===== src/logic/csp_consts.svh =====
// Register offsets, field positions, reset values and the overrun bit number for the serial port
`ifndef CSP_CONSTS_SVH
`define CSP_CONSTS_SVH
`define CSP_OFF_TXBUF     12'h000
`define CSP_OFF_RXBUF     12'h004
`define CSP_OFF_DIV       12'h008
`define CSP_OFF_MODE      12'h00c
`define CSP_OFF_CTRL0     12'h010
`define CSP_OFF_CTRL1     12'h014
`define CSP_OFF_CLKSEL    12'h018
`define CSP_MODE_SYNC     3'h1
`define CSP_OVR_BIT       12
`define CSP_DIV_RST       8'h00
`define CSP_MODE_RST      8'h00
`define CSP_CTRL0_RST     8'h08
`define CSP_CTRL1_RST     8'h02
`define CSP_CLKSEL_RST    8'h00
`define CSP_OVR_BITNUM    4'h7
`endif


===== src/logic/csp_pkg.sv =====
// Types shared by the serial port
package csp_pkg;
	typedef enum logic [2:0] {
		CSP_IDLE = 3'b001,
		CSP_RUN  = 3'b010,
		CSP_DONE = 3'b100
	} csp_state_t;
	typedef struct packed {
		logic       clock_direction_select;
		logic       clock_polarity_select;
		logic       clock_phase_select;
		logic       msb_first;
		logic       invert;
		logic       rrm;
		logic       irs;
		logic [2:0] mode;
	} csp_cfg_t;
	typedef struct packed {
		logic sck_o;
		logic sck_oen;
		logic sdo_o;
		logic sdo_oen;
	} csp_pins_t;
endpackage


===== src/logic/csp_port.sv =====
// Clock-synchronous serial port, master or slave, with APB register access
`timescale 1ns/1ps
`include "csp_consts.svh"
module csp_port
	import csp_pkg::*;
(
	input  wire logic        pclk,
	input  wire logic        presetn,
	input  wire logic        clk_en,
	input  wire logic        psel,
	input  wire logic        penable,
	input  wire logic        pwrite,
	input  wire logic [11:0] paddr,
	input  wire logic [31:0] pwdata,
	output logic      [31:0] prdata,
	output logic             pready,
	output logic             pslverr,
	input  wire logic        serial_clock_pin_i,
	output logic             serial_clock_pin_o,
	output logic             serial_clock_pin_oen,
	input  wire logic        serial_data_in_pin,
	output logic             serial_data_out_pin_o,
	output logic             serial_data_out_pin_oen,
	output logic             tx_event,
	output logic             rx_event
);
	logic [7:0] bit_rate_divider_ff, nxt_bit_rate_divider;
	logic [7:0] mode_ff, nxt_mode, ctrl0_ff, nxt_ctrl0, ctrl1_ff, nxt_ctrl1, clksel_ff, nxt_clksel;
	logic [7:0] transmit_buffer_ff, nxt_transmit_buffer, receive_buffer_ff, nxt_receive_buffer;
	logic [7:0] shift_ff, nxt_shift;
	logic [3:0] cnt_ff, nxt_cnt;
	logic [7:0] div_ff, nxt_div;
	logic [4:0] pre_ff, nxt_pre;
	logic       sck_ff, nxt_sck, sdo_ff, nxt_sdo, overrun_flag_ff, nxt_overrun;
	logic       tx_buffer_empty_flag_ff, nxt_tbe, rx_complete_flag_ff, nxt_rxc, rx_armed_ff, nxt_rx_armed;
	logic       txev_ff, nxt_txev, rxev_ff, nxt_rxev, rdy_ff, nxt_rdy, err_ff, nxt_err;
	logic [31:0] prdata_ff, nxt_prdata;
	logic [2:0] sck_sync_ff, sdi_sync_ff;
	csp_state_t st_ff, nxt_st;
	csp_cfg_t   cfg;
	logic       tx_shift_empty_flag, tick, sck_in, lead_edge, trail_edge, sdi, apb_acc, rd_rx, rxen;

	function automatic logic sel_bit(input logic [7:0] v, input logic msb, input logic [3:0] n);
		sel_bit = msb ? v[3'd7 - n[2:0]] : v[n[2:0]];
	endfunction

	assign cfg = '{clock_direction_select: mode_ff[3], clock_polarity_select: ctrl0_ff[6], clock_phase_select: ctrl1_ff[6], msb_first: ctrl0_ff[7],
		invert: ctrl1_ff[7], rrm: ctrl1_ff[5], irs: ctrl1_ff[4], mode: mode_ff[2:0]};
	assign apb_acc = psel & penable & ~rdy_ff;
	assign rd_rx = apb_acc & ~pwrite & (paddr == `CSP_OFF_RXBUF);
	assign rxen = ctrl1_ff[2] & ctrl1_ff[0];
	assign tx_shift_empty_flag = (st_ff == CSP_IDLE);
	assign sck_in = sck_sync_ff[1];
	assign sdi = sdi_sync_ff[1] ^ cfg.invert;

	// Pin synchronisers, edge detect reads second and third stage only
	always_ff @(posedge pclk or negedge presetn)
	begin
		if (!presetn)
		begin
			sck_sync_ff <= 3'h0;
			sdi_sync_ff <= 3'h0;
		end
		else if (clk_en)
		begin
			sck_sync_ff <= {sck_sync_ff[1:0], serial_clock_pin_i};
			sdi_sync_ff <= {sdi_sync_ff[1:0], serial_data_in_pin};
		end
	end

	// count source select; base clock, stopped prescaler freezes it
	always_comb
	begin
		nxt_pre = clksel_ff[2] ? pre_ff : 5'(pre_ff + 5'h1);
		unique case (clksel_ff[1:0])
			2'h0: tick = ~clksel_ff[2];
			2'h1: tick = pre_ff[0] & ~clksel_ff[2];
			default: tick = (&pre_ff) & ~clksel_ff[2];
		endcase
	end

	// Edges in serial clock terms: leading edge shifts out for phase 0
	always_comb
	begin
		logic edge_r;
		logic edge_f;
		edge_r = sck_in & ~sck_sync_ff[2];
		edge_f = ~sck_in & sck_sync_ff[2];
		if (cfg.clock_direction_select)
		begin
			lead_edge = cfg.clock_polarity_select ? edge_r : edge_f;
			trail_edge = cfg.clock_polarity_select ? edge_f : edge_r;
		end
		else
		begin
			// half period of (n+1) source ticks
			lead_edge = tick & (div_ff == 8'h00) & (sck_ff == ~cfg.clock_polarity_select) & (st_ff == CSP_RUN);
			trail_edge = tick & (div_ff == 8'h00) & (sck_ff == cfg.clock_polarity_select) & (st_ff == CSP_RUN);
		end
	end

	// Transfer engine
	always_comb
	begin
		logic samp;
		logic shout;
		samp = cfg.clock_phase_select ? lead_edge : trail_edge;
		shout = cfg.clock_phase_select ? trail_edge : lead_edge;
		nxt_st = st_ff;
		nxt_shift = shift_ff;
		nxt_cnt = cnt_ff;
		nxt_div = div_ff;
		nxt_sck = sck_ff;
		nxt_sdo = sdo_ff;
		nxt_tbe = tx_buffer_empty_flag_ff;
		nxt_rxc = rx_complete_flag_ff;
		// Overrun clears only on a receive buffer read; a read in the same cycle blocks a new overrun
		nxt_overrun = overrun_flag_ff & ~rd_rx;
		nxt_receive_buffer = receive_buffer_ff;
		nxt_rx_armed = rx_armed_ff;
		nxt_txev = 1'b0;
		nxt_rxev = 1'b0;
		if (!cfg.clock_direction_select && st_ff == CSP_RUN && tick)
		begin
			nxt_div = (div_ff == 8'h00) ? bit_rate_divider_ff : 8'(div_ff - 8'h1);
			if (div_ff == 8'h00)
				nxt_sck = ~sck_ff;
		end
		// read of receive buffer re-arms in continuous mode
		if (rd_rx)
		begin
			nxt_rxc = 1'b0;
			if (cfg.rrm)
				nxt_rx_armed = 1'b1;
		end
		unique case (st_ff)
			CSP_IDLE:
			begin
				nxt_sck = cfg.clock_polarity_select;
				// start only with transmit enabled and data present; mode check
				if (ctrl1_ff[0] && !tx_buffer_empty_flag_ff && cfg.mode == `CSP_MODE_SYNC)
				begin
					nxt_st = CSP_RUN;
					nxt_shift = transmit_buffer_ff ^ {8{cfg.invert}};
					nxt_tbe = 1'b1;
					nxt_cnt = 4'h0;
					nxt_div = bit_rate_divider_ff;
					// event on buffer move when selector clear; selector
					nxt_txev = ~cfg.irs;
					// first bit out at load, phase 0 only
					if (!cfg.clock_phase_select)
						nxt_sdo = sel_bit(transmit_buffer_ff ^ {8{cfg.invert}}, cfg.msb_first, 4'h0);
				end
			end
			CSP_RUN:
			begin
				if (shout && !cnt_ff[3] && (cfg.clock_phase_select || cnt_ff != 4'h0))
					nxt_sdo = sel_bit(shift_ff, cfg.msb_first, cnt_ff);
				if (samp && !cnt_ff[3])
				begin
					// fill position by bit order; inversion applied at sdi
					if (cfg.msb_first)
						nxt_shift[3'd7 - cnt_ff[2:0]] = sdi;
					else
						nxt_shift[cnt_ff[2:0]] = sdi;
					nxt_cnt = 4'(cnt_ff + 4'h1);
					// seventh bit while previous word unread
					if (cnt_ff == 4'(`CSP_OVR_BITNUM - 4'h1) && rx_complete_flag_ff && rxen && !rd_rx)
						nxt_overrun = 1'b1;
					if (cnt_ff == 4'h7 && cfg.clock_phase_select)
						nxt_st = CSP_DONE;
				end
				// Phase 0 keeps the last half period before the clock returns to idle
				if (shout && cnt_ff[3])
					nxt_st = CSP_DONE;
			end
			default:
			begin
				nxt_st = CSP_IDLE;
				nxt_sck = cfg.clock_polarity_select;
				nxt_txev = cfg.irs;
				// receive only when both enables set
				if (rxen && (rx_armed_ff || !cfg.rrm))
				begin
					nxt_receive_buffer = shift_ff;
					nxt_rxc = 1'b1;
					nxt_rxev = 1'b1;
					nxt_rx_armed = ~cfg.rrm;
				end
			end
		endcase
		// Software write fills the buffer; it wins over a load in the same cycle
		if (apb_acc && pwrite && paddr == `CSP_OFF_TXBUF)
			nxt_tbe = 1'b0;
	end

	// APB register side
	always_comb
	begin
		nxt_bit_rate_divider = bit_rate_divider_ff;
		nxt_mode = mode_ff;
		nxt_ctrl0 = ctrl0_ff;
		nxt_ctrl1 = ctrl1_ff;
		nxt_clksel = clksel_ff;
		nxt_transmit_buffer = transmit_buffer_ff;
		nxt_rdy = apb_acc;
		nxt_err = 1'b0;
		nxt_prdata = 32'h0;
		if (apb_acc)
		begin
			unique case (paddr)
				`CSP_OFF_TXBUF: nxt_prdata = {24'h0, transmit_buffer_ff};
				// data and overrun only, rest zero
				`CSP_OFF_RXBUF: nxt_prdata = {19'h0, overrun_flag_ff, 4'h0, receive_buffer_ff};
				`CSP_OFF_DIV: nxt_prdata = {24'h0, bit_rate_divider_ff};
				`CSP_OFF_MODE: nxt_prdata = {24'h0, mode_ff};
				// shift empty flag at bit 3; bits read zero
				`CSP_OFF_CTRL0: nxt_prdata = {24'h0, ctrl0_ff[7:6], 2'h0, tx_shift_empty_flag, 3'h0};
				`CSP_OFF_CTRL1: nxt_prdata = {24'h0, ctrl1_ff[7:4], rx_complete_flag_ff, ctrl1_ff[2],
					tx_buffer_empty_flag_ff, ctrl1_ff[0]};
				`CSP_OFF_CLKSEL: nxt_prdata = {24'h0, clksel_ff};
				default: nxt_err = 1'b1;
			endcase
			if (pwrite)
			begin
				unique case (paddr)
					`CSP_OFF_TXBUF: nxt_transmit_buffer = pwdata[7:0];
					`CSP_OFF_DIV: nxt_bit_rate_divider = pwdata[7:0];
					`CSP_OFF_MODE: nxt_mode = pwdata[7:0];
					`CSP_OFF_CTRL0: nxt_ctrl0 = {pwdata[7:6], 6'h0};
					`CSP_OFF_CTRL1: nxt_ctrl1 = {pwdata[7:4], 1'b0, pwdata[2], 1'b0, pwdata[0]};
					`CSP_OFF_CLKSEL: nxt_clksel = {5'h0, pwdata[2:0]};
					default: nxt_err = 1'b1;
				endcase
			end
		end
	end

	always_ff @(posedge pclk or negedge presetn)
	begin
		if (!presetn)
		begin
			bit_rate_divider_ff <= `CSP_DIV_RST;
			mode_ff <= `CSP_MODE_RST;
			ctrl0_ff <= `CSP_CTRL0_RST;
			ctrl1_ff <= `CSP_CTRL1_RST;
			clksel_ff <= `CSP_CLKSEL_RST;
			transmit_buffer_ff <= 8'h00;
			receive_buffer_ff <= 8'h00;
			shift_ff <= 8'h00;
			cnt_ff <= 4'h0;
			div_ff <= 8'h00;
			pre_ff <= 5'h00;
			sck_ff <= 1'b0;
			sdo_ff <= 1'b1;
			overrun_flag_ff <= 1'b0;
			tx_buffer_empty_flag_ff <= 1'b1;
			rx_complete_flag_ff <= 1'b0;
			rx_armed_ff <= 1'b1;
			txev_ff <= 1'b0;
			rxev_ff <= 1'b0;
			rdy_ff <= 1'b0;
			err_ff <= 1'b0;
			prdata_ff <= 32'h0;
			st_ff <= CSP_IDLE;
		end
		else if (clk_en)
		begin
			bit_rate_divider_ff <= nxt_bit_rate_divider;
			mode_ff <= nxt_mode;
			ctrl0_ff <= nxt_ctrl0;
			ctrl1_ff <= nxt_ctrl1;
			clksel_ff <= nxt_clksel;
			transmit_buffer_ff <= nxt_transmit_buffer;
			receive_buffer_ff <= nxt_receive_buffer;
			shift_ff <= nxt_shift;
			cnt_ff <= nxt_cnt;
			div_ff <= nxt_div;
			pre_ff <= nxt_pre;
			sck_ff <= nxt_sck;
			sdo_ff <= nxt_sdo;
			overrun_flag_ff <= nxt_overrun;
			tx_buffer_empty_flag_ff <= nxt_tbe;
			rx_complete_flag_ff <= nxt_rxc;
			rx_armed_ff <= nxt_rx_armed;
			txev_ff <= nxt_txev;
			rxev_ff <= nxt_rxev;
			rdy_ff <= nxt_rdy;
			err_ff <= nxt_err;
			prdata_ff <= nxt_prdata;
			st_ff <= nxt_st;
		end
	end

	assign prdata = prdata_ff;
	assign pready = rdy_ff;
	assign pslverr = err_ff;
	assign tx_event = txev_ff;
	assign rx_event = rxev_ff;
	assign serial_clock_pin_o = sck_ff;
	// drive clock only as master (enable low means driving)
	assign serial_clock_pin_oen = cfg.clock_direction_select;
	assign serial_data_out_pin_o = 1'b0;
	assign serial_data_out_pin_oen = sdo_ff;

	a_start_needs_data: assert property (@(posedge pclk) disable iff (!presetn)
		clk_en && st_ff == CSP_IDLE && tx_buffer_empty_flag_ff |=> st_ff != CSP_RUN)
		else $error("transfer started with empty buffer");
	a_shift_empty_idle: assert property (@(posedge pclk) disable iff (!presetn)
		$rose(tx_shift_empty_flag) |-> cnt_ff == 4'h8) else $error("shift empty before last bit");
	a_rx_event_flag: assert property (@(posedge pclk) disable iff (!presetn)
		rx_event |-> rx_complete_flag_ff) else $error("receive event without flag");
	a_slave_no_clock: assert property (@(posedge pclk) disable iff (!presetn)
		cfg.clock_direction_select |-> serial_clock_pin_oen) else $error("slave drove clock");
	a_open_drain: assert property (@(posedge pclk) disable iff (!presetn)
		serial_data_out_pin_o == 1'b0) else $error("data pin driven high");
	a_overrun_sticky: assert property (@(posedge pclk) disable iff (!presetn)
		overrun_flag_ff && !rd_rx |=> overrun_flag_ff) else $error("overrun lost");
	a_load_empties: assert property (@(posedge pclk) disable iff (!presetn)
		clk_en && st_ff == CSP_IDLE && nxt_st == CSP_RUN && !(apb_acc && pwrite) |=> tx_buffer_empty_flag_ff)
		else $error("buffer flag not set on load");
	a_rx_needs_en: assert property (@(posedge pclk) disable iff (!presetn)
		rx_event |-> $past(rxen)) else $error("reception without enables");
endmodule


===== config.mk =====
export PLATFORM = sky130hd
export DESIGN_NAME = csp_port
export DESIGN_NICKNAME = d
export VERILOG_FILES = /design/src/logic/csp_pkg.sv /design/src/logic/csp_port.sv
export VERILOG_INCLUDE_DIRS = /design/src /design/src/logic
export SDC_FILE = /design/constraint.sdc
export NUM_CORES = 1
export LEC_CHECK = 0
export ABC_AREA = 1
export BUFFER_PORTS_ARGS = -buffer_cell sky130_fd_sc_hd__buf_2
export CORE_MARGIN = 2
export CORE_UTILIZATION = 30
export DETAILED_ROUTE_END_ITERATION = 8
export PLACE_DENSITY = 0.48
export SKIP_LAST_GASP = 1
export SLEW_MARGIN = 5
export SYNTH_ARGS = -nofsm -noshare
export SYNTH_HDL_FRONTEND = slang
export SYNTH_SLANG_ARGS = --single-unit

===== constraint.sdc =====
create_clock -name pclk -period 2.1 [get_ports pclk]
set_clock_uncertainty 0.15 [all_clocks]
set_input_delay 0.315 -clock pclk [delete_from_list [all_inputs] [get_ports pclk]]
set_output_delay 0.315 -clock pclk [all_outputs]
set_load 0.02 [all_outputs]

==> results.tsv, run 1 <==
stage	metric	value	unit
worst_setup_path	r2r-start	pre_ff[0]	
yosys	yosysMostFrequentCell	nand2_1	
die	fp.coreArea	0.0181	mm2
global_routing	grt-ovfl-total	0	
cts	clk_pin_slew	0.07	ns
detailed_routing	viasPerCell	4.78	
power_and_ir_drop	p_switching	0.00131	W
yosys	yosysSeqAreaShare	0.425	
power_and_ir_drop	vdd_drop_max	0.634	mV
layout	finalNonFillerCells	1060	
run_status	status	finished, violations left	
timing	maxSlewViolCount	0	
detailed_routing	wl	16200	um
power_and_ir_drop	cellPowerDensity	692	mW/mm2
place	dpl_worst_slack	-0.197	ns
yosys	synth_top_cell_by_area	dfrtp_1	
worst_setup_path	r2r-end	div_ff[2]	
worst_setup_path	path_max_fanout	8	
place	numPlacedInstances	1038	
timing	period_needed	2.19	ns
die	fp.dieH	141	um
layout	finish.instance_area	0.00686	mm2
timing	rsz0062_at_grt	yes	
layout	diodes	0	
die	initial_utilization	0.309	
layout	fill_cells	1907	
layout	fin_nets	884	
power_and_ir_drop	p_int	0.00344	W
power_and_ir_drop	leakage	3.49	nW
timing	final.period_utilization	1.04	
detailed_routing	vias	5063	
power_and_ir_drop	clkPwrFrac	0.405	
power_and_ir_drop	seqPwrFrac	0.425	
die	die_area	0.0198	mm2
power_and_ir_drop	pwr-share-comb	0.170	
worst_setup_path	path_class	reg2reg	
worst_setup_path	r2r_slack	-0.09	ns
worst_hold_path	min_from	serial_clock_pin_i	
place	port_buffers	43	
place	finalWeightedCongestion	0.874	
detailed_routing	drtAntennaViolNets	0	
cts	tritoncts	done	
yosys	netlist-cell-type-count	41	
worst_setup_path	startpoint_type	flip-flop	
cts	cts_buffer_depth	2	
yosys	ys_warn_count	0	
yosys	synth-edff-count	0	
detailed_routing	drt_iter0_markers	310	
timing	layout_setup_ws	-0.0851	ns
yosys	postSynthCellCount	741	
detailed_routing	routedWlPerCell	15.3	um
worst_hold_path	worstHoldPathType	in2reg	
worst_hold_path	holdPathStages	3	
global_routing	grt_max_degree	41	
global_routing	grt_pass1_wl	26700	um
job	cap_violations	0	
cts	clkSinkCount	95	
place	dp_hpwl	12300	um
global_routing	grt_pass1_vias	4903	
cts	numCtsBuffers	9	
worst_setup_path	reg2reg_depth	13	
yosys	syn-cell-area	0.00561	mm2
power_and_ir_drop	swShare	0.275	
run_status	violations	negative setup slack	
layout	drive_gt1_frac	0.209	
place	placed_area	0.00627	mm2
cts	cts_root_buffer	clkbuf_16	
global_routing	grt_usage	0.173	
yosys	ys_async_sr_fraction	1.00	
die	die_x	141	um
layout	area_growth_syn_to_layout	22.4	%
layout	ff_latch_area	0.00238	mm2
cts	clk-insertion-delay-late	0.35	ns
worst_setup_path	critical_path_required	2.19	ns
die	ios	92	
detailed_routing	drtPass1Iterations	4	
cts	htreeDepth	3	
layout	multiInputGateArea	0.00285	mm2
yosys	synthTopCellsByArea	dfrtp_1 (41%), nand2_1 (13%), inv_1 (6.0%)	
worst_hold_path	hold_path_end	sck_sync_ff[0]	
yosys	ys_seq_elements	95	
die	rows	49	
timing	max_freq	0.458	GHz
worst_setup_path	cp-end-kind	flip-flop	
yosys	yosys.area.top_type_share	0.406	
yosys	ys_top_cells_by_count	nand2_1 (201), dfrtp_1 (91), inv_1 (89)	
yosys	ys.flop_type	dfrtp_1	
worst_setup_path	arrival	2.27	ns
global_routing	antenna_found_initial	0	
detailed_routing	drc	0	
timing	setup_viol	23	
yosys	syn_avg_cell_area	7.56	um2
timing	finalHoldViolCount	0	
-- worst max path at each step --
stage / start / end / slack (ns) / cells past startpoint
2_1_floorplan: pre_ff[0] / div_ff[7] / 0.04 / 12
3_3_place_gp: pre_ff[0] / div_ff[4] / -0.14 / 14
3_5_place_dp: pre_ff[0] / div_ff[6] / -0.20 / 14
4_1_cts: pre_ff[1] / div_ff[7] / -0.10 / 13
5_1_grt: pre_ff[0] / div_ff[7] / -0.19 / 13
6_report: pre_ff[0] / div_ff[2] / -0.09 / 13
-- cell families (layout without fill, tap and decap cells) --
| kind of cell | count (synthesis) | in the layout | synth area share |
|---|---|---|---|
| AND/OR/NAND/NOR | 350 | 352 | 0.279 |
| buffers and inverters | 140 | 205 | 0.115 |
| other | 1 | 24 | 0.000669 |
| XOR/XNOR | 16 | 16 | 0.0250 |
| multiplexers | 3 | 3 | 0.00603 |
| flip-flops | 95 | 95 | 0.425 |
| adder cells (fa/ha/maj) | 6 | 6 | 0.0134 |
| AO/OA/AOI/OAI | 130 | 130 | 0.135 |
-- sequential cells by signal, summed over array words and instances, names as in the netlist, 2 cells and up --
signal               count
bit_rate_divider_ff      8
clksel_ff                3
cnt_ff                   4
ctrl0_ff                 2
ctrl1_ff                 6
div_ff                   8
mode_ff                  8
prdata                   9
pre_ff                   5
receive_buffer_ff        8
sck_sync_ff              3
sdi_sync_ff              2
shift_ff                 8
st_ff                    3
transmit_buffer_ff       8
-- power by group through the flow --
stage,clock [W],combinational [W],sequential (W)
after detailed placement,0,0.000746,0.00204
after global routing,0.00207,0.000904,0.00203
after global placement,0,0.000741,0.00205
after floorplan,0,0.000487,0.00204
after CTS,0.00199,0.000766,0.00201
final,0.00192,0.000805,0.00202
-- layout make-up --
cell class,count,share of cell area
Multi-Input combinational cell,531,0.416
Tap cell,229,0.0418
Sequential cell,95,0.347
Clock buffer,11,0.0354
Inverter,98,0.0540
Timing Repair Buffer,91,0.0908
Clock inverter,5,0.0153
-- worst max-delay path, stage by stage, from the launching register on --
cell     delay, ns
dfrtp_1       0.39
ha_2          0.20
nand2_2       0.06
nor2_2        0.03
ha_2          0.18
o21ai_4       0.22
nor2_4        0.06
buf_6         0.12
nand2_8       0.07
nor2_4        0.06
nor2_4        0.22
o21ai_1       0.11
a21oi_1       0.15
a21oi_1       0.05
-- stage by stage --
step	util	TNS, ns	hold WS, ns	total power (W)
floorplan	-	0	-0.131	0.00252
global placement	0.346	-1.50	0.122	0.00279
detailed placement	0.346	-2.36	0.118	0.00279
CTS	0.372	-1.23	0.0288	0.00477
global route	0.378	-3.39	0.0430	0.00501
finish	0.378	-0.725	0.0356	0.00475
-- placed cells by master, fill, tap and decap left out, types with 3 or more instances in the layout --
cell type / instances
a21oi_1: 21
a21oi_2: 3
a22oi_1: 11
buf_2: 42
buf_4: 41
buf_6: 4
bufinv_16: 3
clkbuf_16: 9
conb_1: 24
dfrtp_1: 91
dfstp_2: 4
ha_1: 4
inv_1: 86
inv_2: 9
mux2_2: 3
nand2_1: 195
nand2_2: 9
nand2_4: 4
nand2_8: 3
nand3_1: 49
nand3_2: 8
nand3b_1: 3
nand4_1: 16
nor2_1: 40
nor2_2: 4
nor2_4: 11
nor3_1: 5
o211ai_1: 6
o21ai_0: 39
o21ai_1: 25
o221ai_1: 8
o22ai_1: 6
o31ai_1: 4
xor2_1: 14
-- layer usage --
layer | global-route usage | part of all wire | vias up
li1 | - | - | 2551
met1 | 0.250 | 0.50 | 2405
met2 | 0.269 | 0.45 | 101
met3 | 0.0391 | 0.042 | 6
met4 | 0.0311 | 0.0067 | 0
met5 | 0 | 0 | -
-- repair_timing --
| action | CTS | global route |
|---|---|---|
| endpoints found under the setup margin | 22 | 38 |
| endpoints found under the hold margin | 25 | 0 |
| gates resized for setup | 28 | 34 |
| pin swaps | 12 | 15 |
| cloned | 2 | 0 |
| buffers inserted | 3 | 1 |
| hold buffers | 2 | 0 |
No activity file was read; power rests on OpenSTA's default activity.
==> run 2, diff against run 1 <==
--- a/config.mk
+++ b/config.mk
@@ -8,10 +8,11 @@
 export LEC_CHECK = 0
 export ABC_AREA = 1
 export BUFFER_PORTS_ARGS = -buffer_cell sky130_fd_sc_hd__buf_2
+export CORE_ASPECT_RATIO = 1.5
 export CORE_MARGIN = 2
 export CORE_UTILIZATION = 30
 export DETAILED_ROUTE_END_ITERATION = 8
-export PLACE_DENSITY = 0.48
+export PLACE_DENSITY_LB_ADDON = 0.2
 export SKIP_LAST_GASP = 1
 export SLEW_MARGIN = 5
 export SYNTH_ARGS = -nofsm -noshare
==> run 2 against run 1 <==
Effect of this change: the run still ends with negative setup slack left; non-clock buffer count is 14 higher; maximum frequency about the same; wire length grew 3.1%; die area increased by 0.12%; clock power down 15%; final cell count up 3.5%; hold slack worse by 0.020 ns; design area is essentially flat; largest power group unchanged; highest routed layer unchanged.
==> results.tsv, run 2 (synthesis gave the netlist of run 1 again) <==
stage	metric	value	unit	change
worst_hold_path	worstHoldPathType	in2reg		
timing	relSlewSlack	0.655		
global_routing	grt_pass1_wl	26600	um	-0.49%
global_routing	antenna_found_initial	0		unchanged
timing	final.period_utilization	1.04		about the same
cts	tritoncts	done		
global_routing	grt-ovfl-total	0		unchanged
worst_setup_path	r2r-start	pre_ff[0]		
layout	drive_gt1_frac	0.209		about the same
die	die_area	0.0198	mm2	+0.12%
run_status	violations	negative setup slack		
worst_setup_path	setup.worst_path.start	pre_ff[0]		
worst_setup_path	path_class	reg2reg		
die	initial_utilization	0.305		-0.00414
layout	layout_common_cells	nand2_1 (196), dfrtp_1 (91), inv_1 (88), buf_4 (59), nand3_1 (53)		
cts	htreeDepth	3		unchanged
power_and_ir_drop	leakage	3.54	nW	+1.2%
worst_setup_path	startpoint_type	flip-flop		
run_status	status	finished, violations left		
layout	diodes	0		unchanged
detailed_routing	vias	5065		+0.040%
job	cap_violations	0		unchanged
layout	layout_commonest_cell	nand2_1		
global_routing	grt_max_degree	58		+41%
worst_hold_path	min_from	serial_clock_pin_i		
cts	cts_buffer_depth	2		unchanged
die	die_x	116	um	-18%
cts	clk_pin_slew	0.08	ns	about the same
timing	tightest_slew	0.517	ns	
die	fp.dieH	171	um	+22%
die	rows	61		+24%
cts	clk-insertion-delay-late	0.35	ns	about the same
place	finalWeightedCongestion	0.927		+6.0%
global_routing	grt_usage	0.177		+0.00407
timing	period_needed	2.18	ns	-0.00154 ns
layout	area_growth_syn_to_layout	22.4	%	about the same
layout	finish.instance_area	0.00686	mm2	about the same
die	fp.coreArea	0.0184	mm2	+1.4%
detailed_routing	drtAntennaViolNets	0		unchanged
place	numPlacedInstances	1072		+3.3%
place	dpl_worst_slack	-0.182	ns	+0.0147 ns
detailed_routing	wl	16700	um	+3.1%
layout	largest_reg_flops	9		unchanged
detailed_routing	drtPass1Iterations	6		+2
global_routing	grt_pass1_vias	4924		+0.43%
worst_setup_path	path_max_fanout	8		unchanged
detailed_routing	drc	0		unchanged
detailed_routing	drt_iter0_markers	261		-16%
worst_setup_path	critical_path_required	2.18	ns	about the same
timing	max_freq	0.458	GHz	about the same
cts	clkSinkCount	95		unchanged
timing	setup_viol	22		-4.3%
place	dp_hpwl	12800	um	+3.7%
timing	maxSlewViolCount	0		unchanged
timing	rsz0062_at_grt	yes		
timing	layout_setup_ws	-0.0836	ns	+0.00154 ns
timing	holdWs	0.0161	ns	-0.0195 ns
place	port_buffers	43		unchanged
timing	finalHoldViolCount	0		unchanged
cts	numCtsBuffers	9		unchanged
cts	cts_root_buffer	clkbuf_16		
layout	fin_nets	898		+1.6%
detailed_routing	routedWlPerCell	15.2	um	-0.38%
die	ios	92		unchanged
detailed_routing	viasPerCell	4.62		-3.3%
worst_setup_path	arrival	2.27	ns	about the same
place	placed_area	0.00640	mm2	+2.0%
worst_setup_path	cp-end-kind	flip-flop		
power_and_ir_drop	cellPowerDensity	650	mW/mm2	-6.0%
power_and_ir_drop	vdd_drop_max	0.311	mV	-51%
layout	final_util	0.373		-0.00520
layout	finalNonFillerCells	1097		+3.5%
==> run 2: worst paths after layout <==
path | endpoint | slack [ns] | depth (start not counted)
worst max register to register | cnt_ff[1] | -0.08 | 13
max in group asynchronous | tx_buffer_empty_flag_ff | 1.13 | 3
worst min register to register | st_ff[0] | 0.31 | 2
min in group asynchronous | div_ff[2] | 0.33 | 3
worst min-delay path | sck_sync_ff[0] | 0.02 | 3
worst max-delay path | cnt_ff[1] | -0.08 | 13
==> run 2: power by group <==
part | leakage [nW] | internal, W | switching [W]
logic | 2.11 | 0.000332 | 0.000487
registers | 1.28 | 0.00194 | 0.0000701
clock network | 0.142 | 0.000830 | 0.000802
total | 3.54 | 0.00310 | 0.00136
==> run 2: critical path, stage by stage (launching register included) <==
cell and delay, ns:
dfrtp_1 0.37, ha_2 0.18, nand2_1 0.05, nor2_1 0.09
ha_2 0.21, o21ai_4 0.08, nor2_4 0.12, nand4_1 0.14
nand3_2 0.15, nand3_4 0.18, nand2_8 0.14, nand2_8 0.08
nand2_1 0.06, o21ai_1 0.07
==> run 2: layer usage <==
layer,track usage,part of all wire,vias to the layer above
met1,0.207,0.41,2369
met4,0.0859,0.043,0
li1,-,-,2568
met2,0.316,0.52,97
met3,0.0240,0.025,31
met5,0,0,-
==> run 2: cell type report <==
| type | instances | area (um2) |
|---|---|---|
| clock buffers | 9 | 225 |
| clock inverters | 7 | 63.8 |
| fillers | 1967 | 11500 |
| inverters | 98 | 370 |
| multi-input cells | 531 | 2780 |
| flip-flops and latches | 95 | 2380 |
| well taps | 252 | 315 |
| repair buffers | 105 | 723 |
==> run 2: per-stage QoR <==
| step | total power (W) | setup TNS, ns |
|---|---|---|
| after detailed placement | 0.00282 | -3.14 |
| after global routing | 0.00473 | -4.21 |
| final | 0.00446 | -0.910 |
| after global placement | 0.00282 | -2.47 |
| after CTS | 0.00449 | -1.93 |
| after floorplan | 0.00252 | 0 |
==> run 2: repair_timing <==
action                     CTS  global route
setup endpoints to repair   25            27
hold endpoints to repair    91             0
gates resized for setup     22             9
gates cloned                 2             0
pin swaps                   11             9
hold buffers                 1             0
buffers inserted             6             1
